## config.mk

```make
export PLATFORM = sky130hd
export DESIGN_NAME = cftc_charge_timer_ctrl
export DESIGN_NICKNAME = d
export VERILOG_FILES = /design/src/rtl/cftc_pkg.sv /design/src/rtl/cftc_charge_timer_ctrl.sv
export SDC_FILE = /design/constraint.sdc
export NUM_CORES = 1
export LEC_CHECK = 0
export BUFFER_PORTS_ARGS = -buffer_cell sky130_fd_sc_hd__buf_4
export CAP_MARGIN = 20
export CORE_ASPECT_RATIO = 0.7
export CORE_MARGIN = 3
export CORE_UTILIZATION = 34
export DETAILED_ROUTE_END_ITERATION = 10
export PLACE_DENSITY_LB_ADDON = 0.15
export SYNTH_ARGS = -nofsm -noshare
export SYNTH_HDL_FRONTEND = slang
export SYNTH_SLANG_ARGS = --single-unit
```

## constraint.sdc

```tcl
create_clock -name i_clock -period 6.3 [get_ports i_clock]
set_input_delay 0 -clock i_clock [delete_from_list [all_inputs] [get_ports i_clock]]
set_output_delay 0 -clock i_clock [all_outputs]
set_load 0.02 [all_outputs]
```

## src/rtl/cftc_pkg.sv

```systemverilog
// Purpose: Shared constants and types for the fast-charge timer controller
// Assumes: 200 MHz core clock, Avalon-MM register access with 32-bit data
// Notes: Register indices are multiplied by four to form byte addresses
package cftc_pkg;

  // Core clock rate and the one-second time base of the charge timer
  localparam int unsigned CFTC_CLK_HZ = 200_000_000;
  localparam int unsigned CFTC_TICK_S = 1;
  localparam int unsigned CFTC_TICK_CYCLES = CFTC_CLK_HZ * CFTC_TICK_S;

  // Register indices (byte address is four times the index)
  localparam logic [7:0] CFTC_IDX_IRQ_STATUS = 8'h15;
  localparam logic [7:0] CFTC_IDX_CTRL_ONE = 8'hA8;
  localparam logic [7:0] CFTC_IDX_CTRL_TWO = 8'hA9;
  localparam logic [7:0] CFTC_IDX_CTRL_THREE = 8'hAA;
  localparam logic [7:0] CFTC_IDX_HOLD_CTRL = 8'hAB;

  // Interrupt status bit positions
  localparam int CFTC_BIT_READY = 9;
  localparam int CFTC_BIT_END = 10;
  localparam int CFTC_BIT_TIMEOUT = 11;

  // Control one field positions
  localparam int CFTC_POS_EOC = 10;
  localparam int CFTC_POS_END_ACT = 6;
  localparam int CFTC_POS_QUICK_EN = 5;
  localparam int CFTC_POS_BACKOFF = 4;

  // Control two field positions
  localparam int CFTC_POS_STATE = 12;
  localparam int CFTC_POS_TIMEOUT = 8;
  localparam int CFTC_POS_SLOW_SEL = 6;
  localparam int CFTC_POS_ISEL = 0;

  // Control three and hold field positions
  localparam int CFTC_POS_STEP = 5;
  localparam int CFTC_POS_HOLD = 0;

  // Reset values of the fields
  localparam logic [3:0] CFTC_RST_ISEL = 4'h6;
  localparam logic [3:0] CFTC_RST_TIMEOUT = 4'hB;
  localparam logic [2:0] CFTC_RST_EOC = 3'h0;
  localparam logic [1:0] CFTC_RST_STEP = 2'h0;

  // Current and time scaling
  localparam logic [9:0] CFTC_ISEL_STEP_MA = 10'h032;
  localparam logic [9:0] CFTC_EOC_BASE_MA = 10'h014;
  localparam logic [9:0] CFTC_EOC_STEP_MA = 10'h00A;
  localparam logic [9:0] CFTC_SLOW_LO_MA = 10'h032;
  localparam logic [9:0] CFTC_SLOW_HI_MA = 10'h064;
  localparam logic [14:0] CFTC_TIME_STEP_S = 15'h0708;
  localparam int CFTC_READ_SHIFT = 11;

  // Back-off step times in microseconds
  localparam logic [7:0] CFTC_STEP_US_0 = 8'h08;
  localparam logic [7:0] CFTC_STEP_US_1 = 8'h10;
  localparam logic [7:0] CFTC_STEP_US_2 = 8'h20;
  localparam logic [7:0] CFTC_STEP_US_3 = 8'h80;

  // Charger mode, coded as the status field reads
  typedef enum logic [1:0] {
    CFTC_OFF = 2'b00,
    CFTC_SLOW = 2'b01,
    CFTC_QUICK = 2'b10
  } cftc_state_type;

  // Analog-side conditions arriving from outside the clock domain
  typedef struct packed {
    logic supply_ok;
    logic batt_above_min;
    logic slow_ok;
    logic usb_limit_hit;
    logic temp_pause;
    logic maxcur_pause;
    logic fault;
    logic choke_on;
    logic [9:0] current_ma;
  } cftc_cond_type;

  // Charger commands sent to the analog side
  typedef struct packed {
    cftc_state_type mode;
    logic [9:0] current_limit_ma;
    logic throttle_active;
    logic [7:0] backoff_step_us;
  } cftc_drive_type;

endpackage

```

## src/rtl/cftc_charge_timer_ctrl.sv

```systemverilog
// Purpose: Fast-charge enable, termination and charge timer of the charger
// Assumes: Conditions arrive asynchronously and pass a two-flop synchroniser
// Notes: Avalon-MM slave answers one cycle after a request is raised
//
// Local design decision: register access over Avalon-MM.
module cftc_charge_timer_ctrl #(
  parameter int unsigned TICK_CYCLES = cftc_pkg::CFTC_TICK_CYCLES
) (
  // Clock and reset
  input wire logic i_clock,
  input wire logic i_rst_n,
  // Avalon-MM register slave
  input wire logic [9:0] i_avs_address,
  input wire logic i_avs_read,
  input wire logic i_avs_write,
  input wire logic [31:0] i_avs_writedata,
  input wire logic [3:0] i_avs_byteenable,
  output logic [31:0] o_avs_readdata,
  output logic o_avs_waitrequest,
  // Analog charger side
  input wire cftc_pkg::cftc_cond_type i_cond,
  output cftc_pkg::cftc_drive_type o_drive
);
  import cftc_pkg::*;

  // Merge a write into a 16-bit register under the byte enables
  function automatic logic [15:0] merge16(input logic [15:0] old_v,
    input logic [31:0] wdata, input logic [3:0] be);
    logic [15:0] res;
    res = old_v;
    if (be[0])
    begin
      res[7:0] = wdata[7:0];
    end
    if (be[1])
    begin
      res[15:8] = wdata[15:8];
    end
    return res;
  endfunction

  // Seconds loaded for a timeout code: 60 minutes plus 30 per step
  function automatic logic [14:0] load_seconds(input logic [3:0] code);
    logic [18:0] prod;
    prod = 19'({15'h0, code} + 19'h2) * 19'(CFTC_TIME_STEP_S);
    return prod[14:0];
  endfunction

  // Synchroniser stages; the first is only read by the second
  cftc_cond_type sync1_reg;
  cftc_cond_type cond;
  logic ready_prev_reg;

  // Bus handshake state
  logic wait_reg;
  logic [31:0] rdata_reg;

  // Software-visible fields
  logic ready_flag_reg;
  logic end_flag_reg;
  logic timeout_flag_reg;
  logic [2:0] eoc_sel_reg;
  logic end_act_reg;
  logic quick_en_reg;
  logic backoff_en_reg;
  logic [3:0] timeout_code_reg;
  logic slow_sel_reg;
  logic [3:0] isel_reg;
  logic [1:0] step_sel_reg;
  logic hold_reg;

  // Charger state and timer
  cftc_state_type state_reg;
  cftc_state_type state_next;
  logic done_reg;
  logic [27:0] tick_cnt_reg;
  logic tick_reg;
  logic [14:0] remain_reg;

  // Decoded access and conditions
  logic [7:0] idx;
  logic hit_ok;
  logic wr_go;
  logic rd_go;
  logic wr_ctrl1;
  logic quick_ready;
  logic paused;
  logic detect_on;
  logic eoc_hit;
  logic eoc_stop;
  logic usb_stop;
  logic expired;
  logic stop_now;
  logic en_change;
  logic [15:0] ctrl1_new;
  logic [9:0] eoc_ma;

  // Two-flop synchroniser for all analog conditions; the current value
  // is sampled often, so a torn word only lasts one cycle
  always_ff @(posedge i_clock or negedge i_rst_n)
  begin
    if (!i_rst_n)
    begin
      sync1_reg <= '0;
      cond <= '0;
    end
    else
    begin
      sync1_reg <= i_cond;
      cond <= sync1_reg;
    end
  end

  // Word index and access qualifiers
  always_comb
  begin
    idx = i_avs_address[9:2];
    hit_ok = (idx == CFTC_IDX_IRQ_STATUS) || (idx == CFTC_IDX_CTRL_ONE) ||
      (idx == CFTC_IDX_CTRL_TWO) || (idx == CFTC_IDX_CTRL_THREE) ||
      (idx == CFTC_IDX_HOLD_CTRL);
    // Effects happen at the edge where waitrequest is seen low
    wr_go = i_avs_write && !wait_reg;
    rd_go = i_avs_read && !wait_reg;
    wr_ctrl1 = wr_go && (idx == CFTC_IDX_CTRL_ONE);
    ctrl1_new = merge16({3'h0, eoc_sel_reg, 3'h0, end_act_reg,
      quick_en_reg, backoff_en_reg, 4'h0}, i_avs_writedata,
      i_avs_byteenable);
  end

  // Waitrequest is high at rest and drops for one cycle to answer
  always_ff @(posedge i_clock or negedge i_rst_n)
  begin
    if (!i_rst_n)
    begin
      wait_reg <= 1'b1;
    end
    else if (wait_reg && (i_avs_read || i_avs_write))
    begin
      wait_reg <= 1'b0;
    end
    else
    begin
      wait_reg <= 1'b1;
    end
  end

  // Read data prepared while waitrequest is high; unmapped reads zero
  always_ff @(posedge i_clock or negedge i_rst_n)
  begin
    if (!i_rst_n)
    begin
      rdata_reg <= '0;
    end
    else if (wait_reg && i_avs_read && hit_ok)
    begin
      rdata_reg <= '0;
      case (idx)
        CFTC_IDX_IRQ_STATUS:
        begin
          rdata_reg[CFTC_BIT_READY] <= ready_flag_reg;
          rdata_reg[CFTC_BIT_END] <= end_flag_reg;
          rdata_reg[CFTC_BIT_TIMEOUT] <= timeout_flag_reg;
        end
        CFTC_IDX_CTRL_ONE:
        begin
          rdata_reg[15:0] <= {3'h0, eoc_sel_reg, 3'h0, end_act_reg,
            quick_en_reg, backoff_en_reg, 4'h0};
        end
        CFTC_IDX_CTRL_TWO:
        begin
          rdata_reg[CFTC_POS_STATE +: 2] <= state_reg;
          // Remaining time in 2048 s units, not the written code
          rdata_reg[CFTC_POS_TIMEOUT +: 4] <=
            remain_reg[CFTC_READ_SHIFT +: 4];
          rdata_reg[CFTC_POS_SLOW_SEL] <= slow_sel_reg;
          rdata_reg[CFTC_POS_ISEL +: 4] <= isel_reg;
        end
        CFTC_IDX_CTRL_THREE:
        begin
          rdata_reg[CFTC_POS_STEP +: 2] <= step_sel_reg;
        end
        default:
        begin
          rdata_reg[CFTC_POS_HOLD] <= hold_reg;
        end
      endcase
    end
    else
    begin
      // Cleared at the answering edge, so data stands for one cycle only
      rdata_reg <= '0;
    end
  end

  // Quick-charge conditions and a written change of the quick enable
  always_comb
  begin
    quick_ready = cond.supply_ok && cond.batt_above_min;
    en_change = wr_ctrl1 && quick_ready &&
      (ctrl1_new[CFTC_POS_QUICK_EN] != quick_en_reg);
  end

  // Remember the ready level for edge detection
  always_ff @(posedge i_clock or negedge i_rst_n)
  begin
    if (!i_rst_n)
    begin
      ready_prev_reg <= 1'b0;
    end
    else
    begin
      ready_prev_reg <= quick_ready;
    end
  end

  // Sticky status flags; a new event wins over the read that clears
  always_ff @(posedge i_clock or negedge i_rst_n)
  begin
    if (!i_rst_n)
    begin
      ready_flag_reg <= 1'b0;
      end_flag_reg <= 1'b0;
      timeout_flag_reg <= 1'b0;
    end
    else
    begin
      if (rd_go && (idx == CFTC_IDX_IRQ_STATUS))
      begin
        ready_flag_reg <= 1'b0;
        end_flag_reg <= 1'b0;
        timeout_flag_reg <= 1'b0;
      end
      if (quick_ready && !ready_prev_reg)
      begin
        ready_flag_reg <= 1'b1;
      end
      if (eoc_hit)
      begin
        end_flag_reg <= 1'b1;
      end
      if (expired)
      begin
        timeout_flag_reg <= 1'b1;
      end
    end
  end

  // Control one; the quick enable is forced low without ready
  always_ff @(posedge i_clock or negedge i_rst_n)
  begin
    if (!i_rst_n)
    begin
      eoc_sel_reg <= CFTC_RST_EOC;
      end_act_reg <= 1'b0;
      quick_en_reg <= 1'b0;
      backoff_en_reg <= 1'b0;
    end
    else
    begin
      if (wr_ctrl1)
      begin
        eoc_sel_reg <= ctrl1_new[CFTC_POS_EOC +: 3];
        end_act_reg <= ctrl1_new[CFTC_POS_END_ACT];
        backoff_en_reg <= ctrl1_new[CFTC_POS_BACKOFF];
      end
      if (!quick_ready)
      begin
        quick_en_reg <= 1'b0;
      end
      else if (wr_ctrl1)
      begin
        quick_en_reg <= ctrl1_new[CFTC_POS_QUICK_EN];
      end
    end
  end

  // Control two, control three and the hold register
  always_ff @(posedge i_clock or negedge i_rst_n)
  begin
    if (!i_rst_n)
    begin
      timeout_code_reg <= CFTC_RST_TIMEOUT;
      slow_sel_reg <= 1'b0;
      isel_reg <= CFTC_RST_ISEL;
      step_sel_reg <= CFTC_RST_STEP;
      hold_reg <= 1'b0;
    end
    else
    begin
      // Each byte lane lands on its own; a full write sets both lanes
      if (wr_go && idx == CFTC_IDX_CTRL_TWO && i_avs_byteenable[1])
      begin
        timeout_code_reg <= i_avs_writedata[CFTC_POS_TIMEOUT +: 4];
      end
      if (wr_go && idx == CFTC_IDX_CTRL_TWO && i_avs_byteenable[0])
      begin
        slow_sel_reg <= i_avs_writedata[CFTC_POS_SLOW_SEL];
        isel_reg <= i_avs_writedata[CFTC_POS_ISEL +: 4];
      end
      if (wr_go && idx == CFTC_IDX_CTRL_THREE && i_avs_byteenable[0])
      begin
        step_sel_reg <= i_avs_writedata[CFTC_POS_STEP +: 2];
      end
      if (wr_go && idx == CFTC_IDX_HOLD_CTRL && i_avs_byteenable[0])
      begin
        hold_reg <= i_avs_writedata[CFTC_POS_HOLD];
      end
    end
  end

  // Termination conditions
  always_comb
  begin
    paused = hold_reg || cond.temp_pause || cond.maxcur_pause;
    eoc_ma = 10'(CFTC_EOC_BASE_MA +
      10'(eoc_sel_reg) * CFTC_EOC_STEP_MA);
    // Choke or the back-off enable can starve current, so detection is off then
    detect_on = !cond.choke_on && !backoff_en_reg;
    eoc_hit = (state_reg != CFTC_OFF) && !paused && detect_on &&
      (cond.current_ma <= eoc_ma);
    eoc_stop = eoc_hit && !end_act_reg;
    usb_stop = (state_reg == CFTC_QUICK) && cond.usb_limit_hit &&
      !backoff_en_reg;
    expired = (state_reg != CFTC_OFF) && (remain_reg == 15'h0);
    stop_now = eoc_stop || usb_stop || expired || cond.fault;
  end

  // Mode selection
  always_comb
  begin
    state_next = state_reg;
    case (state_reg)
      CFTC_OFF:
      begin
        if (!done_reg && cond.slow_ok)
        begin
          state_next = CFTC_SLOW;
        end
      end
      CFTC_SLOW:
      begin
        if (stop_now || !cond.slow_ok)
        begin
          state_next = CFTC_OFF;
        end
        else if (quick_en_reg && quick_ready)
        begin
          // Only the software enable leads into quick charging
          state_next = CFTC_QUICK;
        end
      end
      CFTC_QUICK:
      begin
        if (stop_now)
        begin
          state_next = CFTC_OFF;
        end
        else if (!quick_en_reg || !quick_ready)
        begin
          state_next = CFTC_SLOW;
        end
      end
      default:
      begin
        state_next = CFTC_OFF;
      end
    endcase
  end

  // Mode register and the latch that keeps a finished charge off
  always_ff @(posedge i_clock or negedge i_rst_n)
  begin
    if (!i_rst_n)
    begin
      state_reg <= CFTC_OFF;
      done_reg <= 1'b0;
    end
    else
    begin
      state_reg <= state_next;
      if (state_reg != CFTC_OFF && stop_now)
      begin
        done_reg <= 1'b1;
      end
      else if (wr_ctrl1)
      begin
        done_reg <= 1'b0;
      end
    end
  end

  // Free-running one-second time base, unaffected by bus traffic
  always_ff @(posedge i_clock or negedge i_rst_n)
  begin
    if (!i_rst_n)
    begin
      tick_cnt_reg <= '0;
      tick_reg <= 1'b0;
    end
    else if (tick_cnt_reg == 28'(TICK_CYCLES - 1))
    begin
      tick_cnt_reg <= '0;
      tick_reg <= 1'b1;
    end
    else
    begin
      tick_cnt_reg <= tick_cnt_reg + 28'h1;
      tick_reg <= 1'b0;
    end
  end

  // Remaining charge time in seconds
  always_ff @(posedge i_clock or negedge i_rst_n)
  begin
    if (!i_rst_n)
    begin
      remain_reg <= load_seconds(CFTC_RST_TIMEOUT);
    end
    else if (state_reg == CFTC_OFF && state_next != CFTC_OFF)
    begin
      remain_reg <= load_seconds(timeout_code_reg);
    end
    else if (en_change && state_reg != CFTC_OFF)
    begin
      remain_reg <= load_seconds(timeout_code_reg);
    end
    else if (state_reg != CFTC_OFF && tick_reg && !paused &&
      remain_reg != 15'h0)
    begin
      // Fallback to slow on lost conditions does not reload; pauses stop the count
      remain_reg <= remain_reg - 15'h1;
    end
  end

  // Drive to the analog side, registered
  always_ff @(posedge i_clock or negedge i_rst_n)
  begin
    if (!i_rst_n)
    begin
      o_drive <= '0;
    end
    else
    begin
      o_drive.mode <= state_reg;
      if (state_reg == CFTC_QUICK && !paused)
      begin
        o_drive.current_limit_ma <=
          10'(10'(isel_reg) * CFTC_ISEL_STEP_MA);
      end
      else if (state_reg == CFTC_SLOW && !paused)
      begin
        o_drive.current_limit_ma <= slow_sel_reg ? CFTC_SLOW_HI_MA :
          CFTC_SLOW_LO_MA;
      end
      else
      begin
        o_drive.current_limit_ma <= '0;
      end
      o_drive.throttle_active <= (state_reg == CFTC_QUICK) &&
        backoff_en_reg && cond.usb_limit_hit;
      case (step_sel_reg)
        2'b00: o_drive.backoff_step_us <= CFTC_STEP_US_0;
        2'b01: o_drive.backoff_step_us <= CFTC_STEP_US_1;
        2'b10: o_drive.backoff_step_us <= CFTC_STEP_US_2;
        default: o_drive.backoff_step_us <= CFTC_STEP_US_3;
      endcase
    end
  end

  // Bus outputs straight from their flip-flops
  assign o_avs_readdata = rdata_reg;
  assign o_avs_waitrequest = wait_reg;

endmodule

```

* After elaboration in Yosys (flattened, before gate mapping) *
Cells that the tools add are included.

storage, ports and cells
  register bits = 159
  output and inout port bits = 54
  word-level logic and storage cells = 170

cells by class
  $add $sub $neg = 4
  multipliers = 3
  $lt $le $gt $ge = 1
  equality and inequality tests = 12
  muxes and demuxes = 34
  reductions and logical operators = 74

operator list
  cell                                                                   count
  15-bit 2-to-1 mux                                                      3
  1-bit logical AND                                                      38
  8-bit equality test, second input constant                             4
  28-bit by 1-bit adder with 28-bit output, second input constant        1
  28-bit equality test, second input constant                            1
  28-bit 2-to-1 mux                                                      1
  8-bit case mux with 3 select lines                                     1
  15-bit logical NOT                                                     1
  15-bit nonzero test                                                    1
  15-bit by 1-bit subtractor with 15-bit output, second input constant   1
  14-bit 2-to-1 mux                                                      1
  7-bit 2-to-1 mux                                                       2
  1-bit logical OR                                                       12
  5-bit by 8-bit multiplier with 12-bit output, second input constant    1
  1-bit 2-to-1 mux                                                       12
  2-bit nonzero test                                                     6
  10-bit by 8-bit <= comparator with 1-bit output                        1
  1-bit logical NOT                                                      10
  10-bit 2-to-1 mux                                                      1
  2-bit 2-to-1 mux                                                       5
  4-bit by 5-bit multiplier with 9-bit output, second input constant     1
  3-bit case mux with 3 select lines                                     1
  5-bit by 7-bit adder with 8-bit output, first input constant           1
  8-bit by 5-bit equality test with 1-bit output, second input constant  1
  16 further kinds                                                       21

* Depth between registers and ports, before layout *
Gate-level depths: netlist (run 1).

  depth after elaboration = 16
  gate-level depth with buffers = 12
  depth with buffers taken out = 12

* Worst setup path before layout (run 1) *
Ideal clock, no wire load.

  path kind = register -> register
  start = register timeout_code_reg[1]
  end = register remain_reg[14]
  setup time = 0.088 ns
  arrival = 2.999 ns
  required time = 6.212 ns
  slack = 3.213 ns
  cell stages (with the launch flop) = 10
  path buffers = 0
  clock period less this slack = 3.087 ns
  path through = dfstp_2 > ha_1 > xor2_1 > ha_1 > ha_1 > ha_1 > fa_1 > a221oi_1 > xnor2_1 > o21ai_1

on the way
  word-level cells in the longest chain between the ends = 4

RTL lines
  element                                           RTL line                       source
  from (decl)                                       cftc_charge_timer_ctrl.sv:66   logic [3:0] timeout_code_reg;
  from (signal assigned)                            cftc_charge_timer_ctrl.sv:293  timeout_code_reg <= i_avs_writedata[CFTC_POS_TIMEOUT +: 4];
  4-bit by 2-bit adder with 5-bit output (*)        cftc_charge_timer_ctrl.sv:45   prod = 19'({15'h0, code} + 19'h2) * 19'(CFTC_TIME_STEP_S);
  5-bit by 8-bit multiplier with 12-bit output (*)  cftc_charge_timer_ctrl.sv:45
  15-bit 2-to-1 mux                                 cftc_charge_timer_ctrl.sv:423  else if (en_change && state_reg != CFTC_OFF)
  15-bit 2-to-1 mux (*)                             cftc_charge_timer_ctrl.sv:419  else if (state_reg == CFTC_OFF && state_next != CFTC_OFF)
  to (signal assigned)                              cftc_charge_timer_ctrl.sv:417  remain_reg <= load_seconds(CFTC_RST_TIMEOUT);
  to (signal assigned)                              cftc_charge_timer_ctrl.sv:421  remain_reg <= load_seconds(timeout_code_reg);
  to (signal assigned)                              cftc_charge_timer_ctrl.sv:425  remain_reg <= load_seconds(timeout_code_reg);
  to (decl)                                         cftc_charge_timer_ctrl.sv:78   logic [14:0] remain_reg;

Mark *: on every way between the ends. The rest lies on a longest branch, timed or not.
A chain may end at the register's enable or synchronous reset.

* Worst setup path after layout (run 1) *
Ends and elaborated chain as after synthesis.

==> results of run 1 <==
cell usage in the layout (no fill, tap or decap), types with 21 or more instances in the layout:
cell	n
dfrtp_1	121
buf_4	74
nor2_1	51
ha_1	39
dlygate4sd3_1	36
nand2_1	29
xor2_1	29
conb_1	24
nand3_1	23
xnor2_1	23
a21oi_1	21
cells by family (layout without fill, tap and decap cells):
| family | Yosys count | in the layout |
|---|---|---|
| buffers and inverters | 51 | 160 |
| XOR/XNOR | 52 | 52 |
| flip-flops | 135 | 135 |
| adder cells (fa/ha/maj) | 43 | 43 |
| AND/OR/NAND/NOR | 198 | 198 |
| other | 1 | 24 |
| multiplexers | 20 | 20 |
| AO/OA/AOI/OAI | 54 | 54 |
power by group through the flow:
| stage | Combinational, W | Clock, W | Sequential, W |
|---|---|---|---|
| 2_1_floorplan | 0.0000981 | 0 | 0.000974 |
| 3_3_place_gp | 0.000150 | 0 | 0.000982 |
| 3_5_place_dp | 0.000155 | 0 | 0.000983 |
| 4_1_cts | 0.000175 | 0.00103 | 0.000969 |
| 5_1_grt | 0.000193 | 0.00107 | 0.000976 |
| 6_report | 0.000172 | 0.00100 | 0.000969 |
critical path, cell delays in order, from the launching register on:
cell	delay, ns
dfstp_2	0.58
ha_1	0.22
xor2_1	0.50
ha_1	0.34
ha_1	0.28
ha_1	0.34
fa_1	0.46
a221oi_1	0.31
xnor2_1	0.12
o21ai_1	0.14
through the flow:
step           total power (W)  hold WS [ns]  instance area, sq um  worst slack (ns)
2_1_floorplan         0.001072       -0.2956                  6447             3.213
3_3_place_gp          0.001132        0.1091                  7071             2.951
3_5_place_dp          0.001139        0.1106                  7086             2.953
4_1_cts               0.002175       0.01206                  8050             2.912
5_1_grt               0.002238       0.02634                  8055             2.678
6_report              0.002144       0.02178                  8055             2.940
layer usage:
metal / up-vias / wire, um / global-route usage
met4: 0 / 111 / 0.03677
met5: - / 0 / 0
li1: 2117 / - / -
met3: 9 / 615 / 0.04020
met1: 2130 / 7011 / 0.2110
met2: 87 / 6071 / 0.2146
path summary, 6_finish.rpt:
path                                                  from                          end  slack [ns]  depth (start not counted)
max reg2reg                timeout_code_reg[1]$_DFFE_PN1P_   remain_reg[14]$_DFFE_PN1P_        2.94                          9
min                                    i_avs_byteenable[0]     quick_en_reg$_DFFE_PN0P_        0.02                          4
min in group asynchronous                          i_rst_n         o_drive[3]$_DFF_PN0_        0.23                          2
min reg2reg                         sync1_reg[5]$_DFF_PN0_            cond[5]$_DFF_PN0_        0.35                          0
max in group asynchronous                          i_rst_n  o_avs_readdata[0]$_DFF_PN0_        4.67                          3
max                        timeout_code_reg[1]$_DFFE_PN1P_   remain_reg[14]$_DFFE_PN1P_        2.94                          9
cell type report:
cell class,instances,area [sq um]
Fill cell,1695,10100
Sequential cell,135,3396
Multi-Input combinational cell,391,2760
Timing Repair Buffer,112,935.9
Clock buffer,17,425.4
Tap cell,236,295.3
Clock inverter,14,178.9
Inverter,17,63.81
repair_timing:
action,4_1_cts,5_1_grt
hold buffers,36,0
endpoints found under the hold margin,97,0
endpoints found under the setup margin,0,0
setup buffers,0,0
==> run summary, run 1 <==
The power spent charging and discharging nets came out at 0.0005120 W. The largest buffer count on any clock path came out at 2. Sorting the synthesized cells by how often they occur yields 121 x dfrtp_1, 51 x nor2_1, 39 x ha_1. The number of DRC violations after detailed routing is 0. Of the total power, the clock network draws 0.468. Of the total synthesized cell area, the portion taken by XOR and XNOR cells is 0.07160. The number of rows in the core area is between 40 and 50. After synthesis, the cell types taking the most area are dfrtp_1 48%, ha_1 7.7%, dfstp_2 5.8%, xor2_1 4.0%, xnor2_1 3.2%. The mean routed wirelength per cell came out at 14.98 um. Along the worst path, the maximum fanout reaches 6. The flow ran to the end, and the final reports show no timing, DRC or antenna violations.

The fraction of the mapped netlist area in compound gates is 0.05271. The internal power component is 0.001632 W. The die height came out at approximately 120 um. The first detailed-routing pass took 4 iterations. The final core area utilization came out at 0.4436.

Adding up every negative setup slack in the final design gives 0 ns. The area share of fa/ha/maj cells after synthesis came out at 0.08930. The most common cell in the synthesized netlist is dfrtp_1.

The synthesized design contains 0 enable-type register cells. The number of antenna diodes came out at 0. The static leakage power came out at 3.761 nW. The count of buffers added on input and output ports is 73.

The area share of the largest cell type after synthesis is 0.4760. The number of storage elements in the synthesis netlist is 135. The tool flagged a number of max-cap violations equal to 0.

STA classifies the critical path startpoint as a flop. The number of warnings issued by yosys is 0. The final layout net count came out at between 700 and 800. The via total after detailed routing came out at 4343.

After synthesis, the share of cell area in mux cells is 0.03482. The average cell area after synthesis came out at 11.48 sq um. The cell at the root of the clock tree is clkbuf_16. The finished layout holds 922 standard cells, fillers aside.

After detailed routing, the number of vias per cell comes to 4.710. The x dimension of the die is 169.5 um. The TritonCTS buffer count came out at 17.

The count of boundary I/O pins came out at ~120. After synthesis the cells add up to 6361 sq um. TritonCTS built the clock tree. The placed wire-length estimate is 9972 um. The critical path is of the reg2reg type. The class of the worst hold path is in2reg.

The share of synthesized registers carrying an async set or reset is 1.000. Including well taps, the total number of placed cells is 854. Of the total power, registers draw 0.452. STA puts the critical path data required time at 6.64 ns. The critical path capture point type is a flop. The normalized max-slew margin came out at 0.3958. The initial antenna violation count came out at 0.

Entering global routing, the biggest net connects 70 pins. The routability-driven placement congestion ratio is 0.7855. The via count of the first global-routing pass is 4489. The total number of H-tree levels came out at 4.

The transition time of the tightest slew-check pin is 0.8995 ns. The arrival time of the worst setup path is 3.70 ns. The number of max-slew violations in the final report is 0. The share of final-layout standard cells stronger than drive strength 1 is 0.2157. The final setup violation count is 0.

The highest clock rate came out at 297.6 MHz. The area share of and/or/nand/nor cells after synthesis came out at 0.1703. For the final database, setup skew stands at 0.008885 ns. The synthesized design spends more area on one cell type than any other, namely dfrtp_1. The aggregate routed wire length is 13810 um. Once detail routing completed, the nets flagged for antenna violations numbered 0. Setup repair after global routing left no endpoint under its margin. IR analysis of the VDD net gives a maximum drop of roughly 170 uV. After the first detailed-routing iteration, the DRC count stood at 172. The initial standard-cell utilization of the core is 0.3503. The area growth from synthesis to layout is 26.63%. The flip-flop count of the largest register after layout is 28.

After global routing the overflow that remains totals 0. The logic gate share of total power came out at 0.080. The minimum clock period is roughly 3.4 ns. After clock tree synthesis, the repair step resized 0 gates.

The global-route usage over all layers is 0.1452. The number of distinct library cell variants in the gate-level netlist after synthesis is 59. The dominant register cell in the synthesized netlist is dfrtp_1. The areal power density over the cells is 266.2 nW/um^2. The fraction of power spent switching nets is 0.2388. The clock slew at the register clock pins of the worst setup and hold paths is 0.06 ns.

The number of clock sinks came out at around 140. The placeable core area is approximately 18000 sq um. The number of hold violations in the final report is 0.

The clock insertion delay at the later pin of the skew report came out at 0.42 ns. The die area came out at 20410 sq um. For this run, the register share of the synthesized area comes to 0.5338. After synthesis, the largest family of logic cells by area is simple AND/OR/NAND/NOR gates. The number of instances in the synthesized netlist is 554. The first-pass GRT wire length came out at 23390 um.

The final cycle utilization of the critical path is 0.5334.
(Power assumes the default switching activity.)
==> run 2, diff against run 1 <==
clock period = 3.15 ns   (was 6.3 ns; I/O delays follow)
==> run summary, run 2 (synthesis results as in run 1) <==
The gate family responsible for the most delay along the worst path is adder cells. The final cycle utilization of the critical path came out at 0.9498. The layer flagged by global routing as most heavily used is met2.

The root buffer cell chosen for the clock tree is clkbuf_16. The areal power density over the cells is 521.3 nW/um^2. Clock-pin slew was measured on the worst setup and hold paths at 0.06 ns. The count of boundary I/O pins is 122. The placeable core area is 18160 sq um. The source of the worst register-to-register timing path is timeout_code_reg[1]$_DFFE_PN1P_. The highest clock rate is roughly 330 MHz.

The critical path is of the reg2reg type. The maximum number of pins on one net before global-route repair came out at just over 100. In this run the critical register-to-register path is captured at remain_reg[14]$_DFFE_PN1P_. Across the VDD grid, the largest voltage drop is 343.9 uV.

Leaving out fill and tap cells, the most frequent cell in the layout is dfrtp_1. The internal power component came out at 0.003198 W. The number of max-slew violations in the final report came out at 0. The number of hold violations in the final report is 0.

The buffers plus inverters on the worst setup path came out at 0. The library cells used most frequently in the layout, excluding fill and tap cells, are 121 x dfrtp_1, 79 x buf_4, 51 x nor2_1. The post-route worst hold slack came out at 0.03721 ns. The static leakage power is 3.795 nW. In the final timing run, aggregate negative setup slack is 0 ns.

TritonCTS built the clock tree. Summing all non-filler instances in the final layout gives an area of 8143 sq um. The peak fanout along the critical path is 5. The routability-driven placement congestion ratio is 0.7900.

The flow ran to the end, and the final reports show no timing, DRC or antenna violations. The post-CTS setup repair buffer count came out at 0. The most frequent cell on the critical path is ha_1. At the worst endpoint, the arrival time is between 3 and 4 ns.

The die height came out at 120.4 um. The remaining antenna violation count after routing is 0. The clock insertion delay at the later pin of the skew report is around 0.42 ns. In this run the tightest slew margin relative to its limit is 0.4368. The minimum clock period came out at 2.992 ns.

The worst register-to-register path has a depth of 9. The number of rows in the core area came out at 41. The tool flagged a number of max-cap violations equal to 0. Data on the critical path is required at its endpoint by 3.49 ns. The initial standard-cell utilization of the core came out at 0.3503. The signal on the critical path passes through ha_1 -> xor2_2 -> ha_1 -> ha_1 -> ha_1 -> fa_1 -> a221oi_2 -> xnor2_1 -> o21ai_1. The sequential share of power is 0.456. The number of clock sinks came out at 135. The total power after layout is 0.004245 W. Counting instances, the worst hold path has a depth of 3. The path class of the tightest hold or removal check is in2reg. The share of final-layout standard cells stronger than drive strength 1 came out at 0.2266. The clock power share is 0.461. For this block, the via count after detailed routing is 4445. The mean routed wirelength per cell is 15.11 um. The stage delay of the slowest cell on the critical path is ~0.57 ns. The met2 usage came out at 0.2158.

For this block, the routed nets add up to approximately 14000 um of wire. Setup violations remaining at the end of the flow were counted as 0. The layout overhead on the synthesized area came out at 28.01%. The first-pass GRT wire length is 23480 um. The worst setup path is launched from a flop. Of the total power, combinational logic draws 0.083. The met1 routing resource usage after global routing is 0.2090. For this run the aggregate overflow at the end of global routing stands at 0. Once detailed placement completed, the half-perimeter wirelength came to 10030 um.

The power spent charging and discharging nets is 0.001047 W. The number of antenna diodes came out at 0. For met3 alone, demand over resource in global routing was 0.03791. The number of optimization iterations in the first detailed-route pass is 4. In this run the deepest clock path goes through 2 buffers. The via count of the first global-routing pass was 4591. The transition time of the tightest slew-check pin came out at 0.8372 ns.

The TritonCTS buffer count is 17. Setup repair after global routing left no endpoint under its margin. The total number of H-tree levels came out at 4.

The number of fillers in the final layout is 1672. The die is 169.5 um wide. The register with the most flip-flops in the layout has 28 of them.

The fraction of power spent switching nets is 0.2466. The final worst clock skew is 0.007764 ns. The number of DRC violations after detailed routing came out at 0. Dividing the detail-routed via count by the number of cells gives 4.785. The die area came out at around 20000 sq um. The worst setup path is captured at a flop. The slowest stage of the critical path is the dfstp_2 cell.

The violation count after the first detailed-routing iteration came out at 249. The initial antenna violation count is 0. The global-route usage over all layers is 0.1462. The setup slack of the most critical reg-to-reg path came out at 0.16 ns. The path with the worst hold slack has its endpoint at eoc_sel_reg[1]$_DFFE_PN0P_. After the last flow step, the layout net total stands at 791. The area of placed instances is 7128 sq um.

During placement, the flow inserted port buffers numbering 73. In this run the most critical hold path is launched from i_avs_byteenable[1].
run 2: final cells by class:
class                   count  area (sq um)  share of cell area
clock buffers              19         432.9             0.05317
inverters                  17         63.81            0.007837
repair buffers            118         993.5              0.1220
clock inverters            13         145.1             0.01782
well taps                 236         295.3             0.03626
multi-input cells         391          2816              0.3459
flip-flops and latches    135          3396              0.4170
run 2: worst max-delay path by stage:
| stage | depth (start not counted) | endpoint | slack, ns | start |
|---|---|---|---|---|
| 2_1_floorplan | 9 | remain_reg[14]$_DFFE_PN1P_ | 0.06 | timeout_code_reg[1]$_DFFE_PN1P_ |
| 3_3_place_gp | 9 | remain_reg[14]$_DFFE_PN1P_ | 0.14 | timeout_code_reg[1]$_DFFE_PN1P_ |
| 3_5_place_dp | 9 | remain_reg[14]$_DFFE_PN1P_ | 0.03 | timeout_code_reg[1]$_DFFE_PN1P_ |
| 4_1_cts | 10 | remain_reg[14]$_DFFE_PN1P_ | 0.02 | timeout_code_reg[1]$_DFFE_PN1P_ |
| 5_1_grt | 9 | remain_reg[14]$_DFFE_PN1P_ | 0.008 | timeout_code_reg[1]$_DFFE_PN1P_ |
| 6_report | 9 | remain_reg[14]$_DFFE_PN1P_ | 0.16 | timeout_code_reg[1]$_DFFE_PN1P_ |
run 2: metrics by stage:
stage / setup WS, ns / std cells / utilization
after floorplan: 0.06256 / 577 / -
after global placement: 0.1362 / 859 / 0.3925
after detailed placement: 0.03304 / 859 / 0.3925
after CTS: 0.02357 / 929 / 0.4453
after global routing: 0.007534 / 929 / 0.4484
final: 0.1582 / 929 / 0.4484
run 2: worst reg2reg max path: stages, from the launching register on:
cell and delay [ns]:
dfstp_2 0.57, ha_1 0.24, xor2_2 0.24, ha_1 0.28
ha_1 0.28, ha_1 0.34, fa_1 0.48, a221oi_2 0.25
xnor2_1 0.16, o21ai_1 0.08
run 2: power groups by stage:
stage | Sequential [W] | Combinational (W) | Clock, W
after floorplan | 0.00195 | 0.000196 | 0
after global placement | 0.00196 | 0.000302 | 0
after detailed placement | 0.00196 | 0.000310 | 0
after CTS | 0.00193 | 0.000352 | 0.00201
after global routing | 0.00195 | 0.000395 | 0.00208
final | 0.00193 | 0.000351 | 0.00196
run 2: metal layers:
layer  vias to the layer above  routed length [um]
met4                         0                 214
met3                        16                 554
met5                         -                   0
met1                      2207                7043
li1                       2134                   -
met2                        88                6227
run 2: timing repair:
| action | in CTS | in global routing |
|---|---|---|
| hold buffers | 38 | 0 |
| gates resized for setup | 0 | 8 |
| setup endpoints to repair | 0 | 5 |
| endpoints found under the hold margin | 77 | 0 |
==> run 3, diff against run 2 <==
--- a/config.mk
+++ b/config.mk
@@ -13,4 +13,5 @@
 export DETAILED_ROUTE_END_ITERATION = 10
 export PLACE_DENSITY_LB_ADDON = 0.15
+export SKIP_LAST_GASP = 1
 export SYNTH_ARGS = -nofsm -noshare
 export SYNTH_HDL_FRONTEND = slang
==> constraint.sdc (replaced) <==
create_clock -name i_clock -period 3.65 [get_ports i_clock]
set_input_delay 0 -clock i_clock [delete_from_list [all_inputs] [get_ports i_clock]]
set_output_delay 0 -clock i_clock [all_outputs]
set_load 0.01 [all_outputs]
==> run summary, run 3 (synthesis results as in run 1) <==
The setup total negative slack came out at 0 ns. The number of fillers in the final layout is ~1700. The worst setup path is captured at a flop. The initial standard-cell utilization of the core came out at 0.3503.

In this run the register-to-register setup slack is 0.35 ns. The quantity of hold-fixing buffers added after cts is 37. Setup slack on the critical path of the routed design comes to 0.3514 ns.

The mean routed wirelength per cell is 14.87 um. The cell count along the critical path came out at 10. In this run the horizontal extent of the chip is 169.5 um. The count of buffers added on input and output ports is 73.

The critical path is of the reg2reg type. The number of optimization iterations in the first detailed-route pass came out at 4. The maximum number of pins on one net before global-route repair is 71. The initial antenna violation count is 0. The most common cell after layout, fill and taps aside is dfrtp_1. At the end of routability-driven placement, the weighted congestion stood at 0.8363. The count of cells in the finished layout, fillers not included, comes to 926.

The number of DRC violations after detailed routing is 0. The peak fanout along the critical path is 5. The area growth from synthesis to layout is 26.67%. The first global-routing pass estimated 23110 um of wire.

The total overflow left after global routing is 0. The number of max-slew violations in the final report came out at 0. Prior to clock tree synthesis, the placed netlist has a worst setup slack of 0.3384 ns.

The class of the worst hold path is in2reg. The number of rows in the core area came out at roughly 40. VDD sags by at most a little under 300 uV. The number of maximum-capacitance violations is 0. The stage delay of the slowest cell on the critical path came out at 0.63 ns.

The number of cells on the worst hold path is 4. The via count of the first global-routing pass came out at 4465. The total number of H-tree levels came out at 4. The vias per cell came out at 4.728. Summing all multi-input logic gate instances after layout gives approximately 2800 sq um.

The violation count after the first detailed-routing iteration is 212. The final setup violation count is 0. By instance count, the cell type seen most on the critical path is ha_1. The final layout net count is 788. Buffers inserted during clock tree synthesis total 17. The completed layout was analyzed and its total power is roughly 0.0036 W.

The share of final-layout standard cells stronger than drive strength 1 came out at 0.2188. The minimum clock period came out at 3.299 ns. The number of cells in the design after placement came out at roughly 860. In this design, the largest share of critical-path delay is due to compound AO/OA/AOI/OAI gates. The via total after detailed routing came out at roughly 4400. The logic depth of the worst register-to-register path came out at 10. The worst pin sits at a relative slew slack of 0.3418. The highest clock rate came out at 303.2 MHz. For the worst-skew pair, the clock arrives at the later sink with an insertion delay of 0.41 ns.

The clock slew at the register clock pins of the worst setup and hold paths came out at 0.06 ns. The remaining antenna violation count after routing is 0. Clock tree synthesis selected as its root buffer the cell clkbuf_16. The aggregate routed wire length is 13770 um. The global-route usage over all layers is 0.1432. The register with the most flip-flops in the layout has 28 of them. Counting along the longest clock path gives a buffer depth of 2.

The run finished with clean final reports. The worst setup path is launched from a flop. The final core area utilization is 0.4437. The number of antenna diodes in the final layout is 0.

Across the whole layout, storage elements account for 3396 sq um. Counting both buffers and inverters, the worst setup path holds a total of 0. Setup repair after global routing left no endpoint under its margin. The final cycle utilization of the critical path is 0.9037.

The areal power density over the cells came out at 450.1 nW/um^2. The slowest stage of the critical path belongs to the cell a2111oi_0. The placed wire-length estimate is 10020 um. Post-CTS repair changed the size of 0 cells. The final worst clock skew came out at 0.01330 ns. For this design the static power due to leakage is 3.781 nW.

The die covers between 20000 and 25000 sq um. TritonCTS built the clock tree. The count of boundary I/O pins came out at 122. The transition time of the tightest slew-check pin came out at 0.9842 ns. The arrival time of the worst setup path came out at 3.57 ns. Data on the critical path is required at its endpoint by 3.92 ns.

The placeable core area is approximately 18000 sq um. The number of hold violations in the final report came out at 0. Once the clock tree was built, the setup fixing pass inserted 0 buffers. The number of clock sinks came out at 135.

The die height is 120.4 um. Leaving out fill and tap cells, the most frequent cells in the layout are 121 x dfrtp_1, 78 x buf_4, 51 x nor2_1. The signal on the critical path passes through ha_1 -> and2_1 -> ha_1 -> o2111ai_1 -> ha_1 -> a2111oi_0 -> and2_1 -> a211oi_1 -> nor3_1 -> o31ai_1.
[run 3: changes by cell type in the layout (fill, tap and decap cells not counted), sizes merged]
cell and delta:
dlygate4sd3 -1, inv +1, clkinv +1, buf -2, bufinv -1, clkinvlp -1
[run 3: path summary, 6_finish.rpt]
path | from | end
min | i_avs_byteenable[0] | quick_en_reg$_DFFE_PN0P_
max reg2reg | eoc_sel_reg[0]$_DFFE_PN0P_ | state_reg[0]$_DFF_PN0_
min reg2reg | sync1_reg[5]$_DFF_PN0_ | cond[5]$_DFF_PN0_
max | eoc_sel_reg[0]$_DFFE_PN0P_ | state_reg[0]$_DFF_PN0_
min in group asynchronous | i_rst_n | o_drive[7]$_DFF_PN0_
max in group asynchronous | i_rst_n | remain_reg[11]$_DFFE_PN1P_
[run 3: metrics by stage]
| stage | hold slack [ns] | instance area, sq um |
|---|---|---|
| after floorplan | -0.2956 | 6447 |
| after CTS | 0.0006771 | 8058 |
| after detailed placement | 0.1103 | 7101 |
| after global placement | 0.1094 | 7101 |
| final | 0.02264 | 8058 |
| after global routing | 0.03271 | 8058 |
[run 3: per-layer routing]
layer	global-route usage	vias up	share of wire
li1	-	2124	-
met1	0.2172	2168	0.53
met2	0.2078	77	0.43
met3	0.02745	9	0.029
met4	0.04137	0	0.0087
met5	0	-	0
[run 3: final cells by class]
| class | instances | share of cell area |
|---|---|---|
| flip-flops and latches | 135 | 0.4214 |
| multi-input cells | 391 | 0.3425 |
| repair buffers | 115 | 0.1186 |
| clock buffers | 19 | 0.05621 |
| well taps | 236 | 0.03665 |
| clock inverters | 13 | 0.01661 |
| inverters | 17 | 0.007919 |
[run 3: power by group]
group / leakage (nW) / internal (W) / total [W] / switching, W
clock network: 0.285 / 0.000993 / 0.00167 / 0.000680
logic: 1.80 / 0.000140 / 0.000280 / 0.000140
registers: 1.70 / 0.00160 / 0.00167 / 0.0000713
[run 3: worst min-delay path, stage by stage]
cell and delay [ns]:
buf_4 0.12, nand3_1 0.10, mux2i_1 0.08, nor2_1 0.08
